**src/rtl/anxr_pkg.sv**
```systemverilog
// Package: register map, field layout, reset values and carriers for the expansion/next-page registers
//
// Contract
// - Expansion reserved bits always read zero
// - Override-writable bits change only when override set
// - Parallel detection fault sets fault bit
// - Parallel detection fault bit latches high
// - Partner next page bit sets partner-able
// - Local next-page ability reads one
// - New received page sets page-received
// - Expansion read clears latched page-received
// - Partner auto-negotiation able after valid bursts
// - Transmit register field layout fixed
// - Next page bit copied to word
// - Next pages only if partner able
// - Message page bit drives word, resets one
// - Acknowledge-2 bit drives word
// - Transmit bit 14 reads zero, read-only
// - Transmit register resets to 0x2001
// - Toggle inverts per page, starts inverted
// - Code field copied into word
package anxr_pkg;
    // Byte addresses: printed index 6 and 7 are not multiples of four
    localparam logic [7:0] ANXR_IDX_EXP = 8'h06;
    localparam logic [7:0] ANXR_IDX_NPTX = 8'h07;
    localparam logic [7:0] ANXR_IDX_XCTL = 8'h10;
    localparam logic [11:0] ANXR_ADDR_EXP = {2'h0, ANXR_IDX_EXP, 2'h0};
    localparam logic [11:0] ANXR_ADDR_NPTX = {2'h0, ANXR_IDX_NPTX, 2'h0};
    localparam logic [11:0] ANXR_ADDR_XCTL = {2'h0, ANXR_IDX_XCTL, 2'h0};

    localparam int ANXR_EXP_PDF = 4;
    localparam int ANXR_EXP_LPNP = 3;
    localparam int ANXR_EXP_NPA = 2;
    localparam int ANXR_EXP_PR = 1;
    localparam int ANXR_EXP_LPAN = 0;
    localparam int ANXR_NP_NEXT = 15;
    localparam int ANXR_NP_MSG = 13;
    localparam int ANXR_NP_ACK2 = 12;
    localparam int ANXR_NP_TGL = 11;
    localparam int ANXR_XCTL_OVR = 15;
    localparam int ANXR_BASE_TGL = 11;

    localparam logic [15:0] ANXR_NPTX_RST = 16'h2001;
    localparam logic [15:0] ANXR_NPTX_WMASK = 16'hB7FF;
    localparam logic [15:0] ANXR_EXP_RESVD = 16'hFFE0;

    typedef struct packed {
        logic pdFault;
        logic pageRcvd;
        logic partnerNp;
        logic partnerAneg;
    } anxr_evt_t;

    typedef struct packed {
        logic nextPage;
        logic rsvd;
        logic msgPage;
        logic ack2;
        logic toggle;
        logic [10:0] code;
    } anxr_npword_t;
endpackage : anxr_pkg

```
**src/rtl/anxr_latch_bit.sv**
```systemverilog
// Latching-high status bit with read-to-clear and re-evaluation
`timescale 1ns/100ps
module anxr_latch_bit (
    input wire logic mclk,
    input wire logic srst,
    input wire logic setEvt,
    input wire logic readClr,
    output logic latched
);
    logic latch_q;
    logic latch_d;

    always_comb begin
        // Set beats clear: an event in the read cycle is held for the next read
        if (setEvt) begin
            latch_d = 1'b1;
        end else if (readClr) begin
            latch_d = 1'b0;
        end else begin
            latch_d = latch_q;
        end
    end

    always_ff @(posedge mclk) begin
        if (srst) begin
            latch_q <= 1'b0;
        end else begin
            latch_q <= latch_d;
        end
    end

    assign latched = latch_q;
endmodule : anxr_latch_bit

```
**src/rtl/anxr_regs.sv**
```systemverilog
// Auto-negotiation expansion status and next page transmit registers behind APB
`timescale 1ns/100ps
module anxr_regs import anxr_pkg::*; (
    input wire logic mclk,
    input wire logic srst,
    input wire logic [11:0] paddr,
    input wire logic psel,
    input wire logic penable,
    input wire logic pwrite,
    input wire logic [31:0] pwdata,
    input wire logic [3:0] pstrb,
    output logic [31:0] prdata,
    output logic pready,
    output logic pslverr,
    input wire anxr_evt_t linkEvt,
    input wire logic baseWordTgl,
    input wire logic pageSent,
    input wire logic pageLoad,
    output anxr_npword_t npWord,
    output logic npEnable
);
    typedef enum logic [1:0] {
        ANXR_IDLE = 2'b00,
        ANXR_DONE = 2'b01
    } anxr_bus_t;

    anxr_bus_t state_q, state_d;
    logic [15:0] nptx_q, nptx_d;
    logic override_q, override_d;
    logic partnerNp_q, partnerNp_d;
    logic partnerAneg_q, partnerAneg_d;
    logic pdPrev_q, pdPrev_d;
    logic tgl_q, tgl_d;
    logic firstPage_q, firstPage_d;
    logic [31:0] prdata_q, prdata_d;
    logic pready_q, pready_d;
    logic pslverr_q, pslverr_d;
    anxr_npword_t npWord_q, npWord_d;
    logic npEnable_q, npEnable_d;
    logic pdLatched;
    logic prLatched;
    logic expRead;
    logic access;
    logic [15:0] expView;

    function automatic logic [15:0] anxr_merge(input logic [15:0] old, input logic [31:0] wd,
                                               input logic [3:0] be, input logic [15:0] msk);
        logic [15:0] lanes;
        lanes = {{8{be[1]}}, {8{be[0]}}} & msk;
        return (old & ~lanes) | (wd[15:0] & lanes);
    endfunction : anxr_merge

    assign access = psel && penable && (state_q == ANXR_IDLE);
    assign expRead = access && !pwrite && (paddr == ANXR_ADDR_EXP);

    // Fault and page-received are sticky until the expansion register is read
    anxr_latch_bit u_pdf (
        .mclk(mclk),
        .srst(srst),
        .setEvt(linkEvt.pdFault && !pdPrev_q),
        .readClr(expRead),
        .latched(pdLatched)
    );

    anxr_latch_bit u_prcv (
        .mclk(mclk),
        .srst(srst),
        .setEvt(linkEvt.pageRcvd),
        .readClr(expRead),
        .latched(prLatched)
    );

    always_comb begin
        expView = 16'h0000;
        expView[ANXR_EXP_PDF] = pdLatched || linkEvt.pdFault;
        expView[ANXR_EXP_LPNP] = partnerNp_q;
        expView[ANXR_EXP_NPA] = 1'b1;
        expView[ANXR_EXP_PR] = prLatched;
        expView[ANXR_EXP_LPAN] = partnerAneg_q;
        expView = expView & ~ANXR_EXP_RESVD;
    end

    always_comb begin
        state_d = state_q;
        nptx_d = nptx_q;
        override_d = override_q;
        prdata_d = prdata_q;
        pready_d = 1'b0;
        pslverr_d = 1'b0;
        case (state_q)
            ANXR_IDLE: begin
                if (access) begin
                    pready_d = 1'b1;
                    state_d = ANXR_DONE;
                    prdata_d = 32'h0000_0000;
                    case (paddr)
                        ANXR_ADDR_EXP: begin
                            // Bits above 4 are reserved and always read zero; no write path reaches this register, so writes have no effect
                            prdata_d = {16'h0000, expView};
                        end
                        ANXR_ADDR_NPTX: begin
                            prdata_d = {16'h0000, nptx_q[15:12], tgl_q, nptx_q[10:0]};
                            prdata_d[14] = 1'b0;
                        end
                        ANXR_ADDR_XCTL: begin
                            prdata_d[ANXR_XCTL_OVR] = override_q;
                        end
                        default: begin
                            pslverr_d = 1'b1;
                        end
                    endcase
                end
            end
            ANXR_DONE: begin
                state_d = ANXR_IDLE;
                // Writes land on the edge where the master sees pready, so an aborted access leaves no trace
                if (psel && penable && pwrite) begin
                    case (paddr)
                        ANXR_ADDR_NPTX: begin
                            if (override_q) begin
                                nptx_d = anxr_merge(nptx_q, pwdata, pstrb, ANXR_NPTX_WMASK);
                            end
                        end
                        ANXR_ADDR_XCTL: begin
                            if (pstrb[1]) begin
                                override_d = pwdata[ANXR_XCTL_OVR];
                            end
                        end
                        default: begin
                            nptx_d = nptx_q;
                        end
                    endcase
                end
            end
            default: begin
                state_d = ANXR_IDLE;
            end
        endcase
    end

    always_comb begin
        partnerNp_d = partnerNp_q;
        partnerAneg_d = partnerAneg_q || linkEvt.partnerAneg;
        pdPrev_d = linkEvt.pdFault;
        if (linkEvt.pageRcvd && linkEvt.partnerNp) begin
            partnerNp_d = 1'b1;
        end
        tgl_d = tgl_q;
        firstPage_d = firstPage_q;
        if (pageLoad) begin
            // A new negotiation restarts the toggle from the base word
            firstPage_d = 1'b1;
            tgl_d = !baseWordTgl;
        end else if (pageSent && npEnable_q) begin
            firstPage_d = 1'b0;
            tgl_d = !tgl_q;
        end
        npWord_d.nextPage = nptx_q[ANXR_NP_NEXT];
        npWord_d.rsvd = 1'b0;
        npWord_d.msgPage = nptx_q[ANXR_NP_MSG];
        npWord_d.ack2 = nptx_q[ANXR_NP_ACK2];
        npWord_d.toggle = tgl_q;
        npWord_d.code = nptx_q[10:0];
        npEnable_d = partnerNp_q;
    end

    always_ff @(posedge mclk) begin
        if (srst) begin
            state_q <= ANXR_IDLE;
            nptx_q <= ANXR_NPTX_RST;
            override_q <= 1'b0;
            partnerNp_q <= 1'b0;
            partnerAneg_q <= 1'b0;
            pdPrev_q <= 1'b0;
            tgl_q <= 1'b0;
            firstPage_q <= 1'b1;
            prdata_q <= 32'h0000_0000;
            pready_q <= 1'b0;
            pslverr_q <= 1'b0;
            npWord_q <= '0;
            npEnable_q <= 1'b0;
        end else begin
            state_q <= state_d;
            nptx_q <= nptx_d;
            override_q <= override_d;
            partnerNp_q <= partnerNp_d;
            partnerAneg_q <= partnerAneg_d;
            pdPrev_q <= pdPrev_d;
            tgl_q <= tgl_d;
            firstPage_q <= firstPage_d;
            prdata_q <= prdata_d;
            pready_q <= pready_d;
            pslverr_q <= pslverr_d;
            npWord_q <= npWord_d;
            npEnable_q <= npEnable_d;
        end
    end

    assign prdata = prdata_q;
    assign pready = pready_q;
    assign pslverr = pslverr_q;
    assign npWord = npWord_q;
    assign npEnable = npEnable_q;
endmodule : anxr_regs

```
**config.mk**
```make
export PLATFORM = sky130hd
export DESIGN_NAME = anxr_regs
export DESIGN_NICKNAME = d
export VERILOG_FILES = /design/src/rtl/anxr_pkg.sv /design/src/rtl/anxr_latch_bit.sv /design/src/rtl/anxr_regs.sv
export SDC_FILE = /design/constraint.sdc
export NUM_CORES = 1
export LEC_CHECK = 0
export ABC_AREA = 1
export BUFFER_PORTS_ARGS = -buffer_cell sky130_fd_sc_hd__buf_2
export CAP_MARGIN = 10
export CORE_ASPECT_RATIO = 1.5
export CORE_MARGIN = 2
export CORE_UTILIZATION = 42
export CTS_CLUSTER_DIAMETER = 40
export CTS_CLUSTER_SIZE = 28
export DETAILED_ROUTE_END_ITERATION = 16
export GPL_ROUTABILITY_DRIVEN = 1
export PLACE_DENSITY = 0.82
export SYNTH_ARGS = -nofsm -noshare
export SYNTH_HDL_FRONTEND = slang
export SYNTH_SLANG_ARGS = --single-unit
```
**constraint.sdc**
```tcl
create_clock -name mclk -period 1.15 [get_ports mclk]
set_input_delay 0.2875 -clock mclk [delete_from_list [all_inputs] [get_ports mclk]]
set_output_delay 0.2875 -clock mclk [all_outputs]
set_load 0.005 [all_outputs]
```
==> flow_metrics.py <==
metrics = {
    "global_routing": {
        "grt_pass1_wl_um": 8832,
        "grt_max_degree": 31,
        "antenna_found_initial": 0,
        "grt_pass1_vias": 2153,
        "grt_overflow_total": 0,
        "grt_use_total_pct": 18.10,
    },
    "timing": {
        "fmax_mhz": 822.4,
        "setup_viol": 22,
        "worst_slack_ns": -0.06594,
        "finalMaxSlewViolations": 0,
        "skew_ns": 0.009005,
        "hold_violations": 0,
        "finalCriticalPeriod_ns": 1.216,
        "rsz0062_at_grt": "yes",
        "fin_crit_sh_pct": 105.7,
        "holdWs_ns": 0.1770,
    },
    "yosys": {
        "synth_edf_count": 0,
        "ys_ff_latch": 55,
        "syn_area_per_cell_um2": 7.276,
        "synth_top_flop_cell": "dfxtp_1",
        "yosysTopAreaCell": "dfxtp_1",
        "synthTopCellsByArea": "dfxtp_1 47%, nor2_1 11%, nand2_1 7.8%",
        "synthCells": 325,
        "netlist.area_leader.share_pct": 46.56,
        "yosysWarnings": 0,
        "synthArstFlopShare_pct": 0,
        "syn_area_um2": 2365,
        "yosysSeqAreaShare_pct": 46.56,
        "yosys.cell_types.count": 24,
    },
    "finish": {
        "final_cells": 484,
        "syn_to_final_growth_pct": 31.90,
        "finalNetCount": 473,
        "diodes": 0,
        "drive_gt1_share_pct": 32.37,
    },
    "clock_network": {
        "cts_made_buffers": 5,
        "root_buffer": "clkbuf_8",
        "cts_max_path_buffers": 2,
        "cts.htree.levels": 2,
        "insertion_delay_ns": 0.31,
        "cts.clk_slew.worst_paths_ns": 0.10,
        "cts.sinks": 55,
        "tritoncts": "built",
    },
    "floorplanning": {
        "rows": 33,
        "die_area_um2": 6259,
        "die_height_um": 95.90,
        "core_um2": 5450,
        "ios": 111,
        "dieWidth_um": 65.27,
        "start_util_pct": 43.39,
    },
    "routing": {
        "remaining_drc_errors": 0,
        "avgRoutedWirePerCell_um": 11.94,
        "postRouteAntennaNets": 0,
        "wl_um": 5778,
        "drt_iter0_markers": 129,
        "avgViaCountPerCell": 4.618,
        "num_vias": 2235,
        "drt_pass1_iterations": 4,
    },
    "pwr": {
        "ir_drop_mv": 0.4882,
        "p_per_area_nw_per_um2": 1115,
        "p_leak_nw": 1.569,
    },
    "setup_path": {
        "cp-startpoint": "override_q",
        "worstPathArrival_ns": 1.47,
        "crit_buf_inv": 1,
        "max_stage_delay_ns": 0.35,
        "worstPathCellList": "inv_2 > nor3_4 > nand3_4 > nor2_4 > nor2_1 > nor2_1",
        "crit_path_start_kind": "register",
        "cp.required_ns": 1.40,
        "end_kind": "register",
        "critical_path.top_delay_family": "simple AND/OR/NAND/NOR gates",
        "worstPathMaxFanout": 5,
        "r2r-start": "override_q",
        "cp_common_cell": "nor2_1",
        "crit_slowest_cell": "dfxtp_2",
        "path_class": "reg2reg",
    },
    "outcome": {
        "outcome": "complete, but fails checks",
        "failed_checks": "setup timing",
    },
    "run": {
        "maxCapViolations": 0,
    },
    "worst_hold_path": {
        "hold_path_class": "in2reg",
        "min_from": "linkEvt[0]",
    },
    "placement": {
        "io_buffer_count": 72,
        "placed_cells": 468,
        "place.gp.congestion": 0.7894,
        "place_hpwl_um": 4057,
    },
}
## cells in the mapped netlist (2+ instances only)
cell      count
dfxtp_1      55
buf_2         3
a21oi_1      14
nand2_1      49
inv_1        48
buf_4        21
nand3_1      17
nand4_1      14
o21ai_0      12
clkbuf_1      5
nor2_2        3
buf_1         2
nor2_1       70
nor2_4        2
## worst reg2reg max path: stages, from the launching register on
cell     delay (ns)
dfxtp_2        0.35
inv_2          0.05
nor3_4         0.23
nand3_4        0.17
nor2_4         0.17
nor2_1         0.06
nor2_1         0.13
## metrics by stage
stage / setup TNS, ns / setup slack (ns) / instance area (um2) / util, % / total power, W
3_3_place_gp: -4.233 / -0.1667 / 2826 / 51.86 / 0.002376
5_1_grt: -3.009 / -0.1852 / 3119 / 57.23 / 0.003622
4_1_cts: -0.2783 / -0.04756 / 2935 / 53.86 / 0.003420
3_5_place_dp: -5.419 / -0.2285 / 2826 / 51.86 / 0.002393
2_1_floorplan: 0 / 0.006737 / 2444 / - / 0.002247
6_report: -0.5742 / -0.06594 / 3119 / 57.23 / 0.003477
## final timing paths
path / to / slack (ns) / depth (start not counted)
worst min-delay path: partnerAneg_q / 0.18 / 3
worst min register to register: npWord[5] / 0.45 / 2
worst max-delay path: register / -0.07 / 6
worst max register to register: register / -0.07 / 6
## power breakdown
part / switching (W) / internal, W / total [W] / leakage (nW)
clock: 0.000631 / 0.000425 / 0.00106 / 0.0402
sequential: 0.0000292 / 0.00196 / 0.00199 / 0.450
combinational: 0.000229 / 0.000201 / 0.000430 / 1.08
## cells by family (layout without fill, tap and decap cells)
group | count (synthesis) | in the layout | synth area share, %
compound gates | 28 | 28 | 6.085
buf+inv | 80 | 152 | 16.19
flops | 55 | 55 | 46.56
other cells | 1 | 18 | 0.1586
simple gates | 161 | 161 | 31.01
## per-layer routing
layer | GRT usage [%] | up-vias | wire, um
li1 | - | 1136 | -
met1 | 17.58 | 1011 | 2136
met2 | 35.46 | 77 | 3177
met3 | 2.690 | 11 | 302
met4 | 10.24 | 0 | 162
met5 | 0 | - | 0
## final cells by class
class | instances | area, um2
Clock inverter | 3 | 20.02
Tap cell | 70 | 87.58
Timing Repair Buffer | 95 | 624.3
Multi-Input combinational cell | 207 | 1031
Clock buffer | 5 | 68.82
Fill cell | 516 | 2331
Sequential cell | 55 | 1104
Inverter | 49 | 183.9
## repair_timing
item                       CTS  global route
buffers inserted             1             4
gates cloned                 0             3
setup endpoints to repair   18            25
hold buffers                 0             0
pin swaps                   16             8
resized for setup            5            30
## placed cells by master (no fill, tap or decap), drive strengths merged
| master | Yosys | routed |
|---|---|---|
| clkbuf | 5 | 7 |
| or2 | 1 | 1 |
| clkinvlp | 0 | 2 |
| nand3 | 18 | 18 |
| conb | 1 | 18 |
| nor3 | 2 | 2 |
| buf | 26 | 93 |
| nand4 | 14 | 14 |
| dfxtp | 55 | 55 |
| a31oi | 1 | 1 |
| clkinv | 0 | 1 |
| inv | 49 | 49 |
| a21oi | 14 | 14 |
| nor2 | 76 | 76 |
| o21ai | 12 | 12 |
| nor3b | 1 | 1 |
| nand2 | 49 | 49 |
| o31ai | 1 | 1 |
Power figures use the tool's default switching activity.
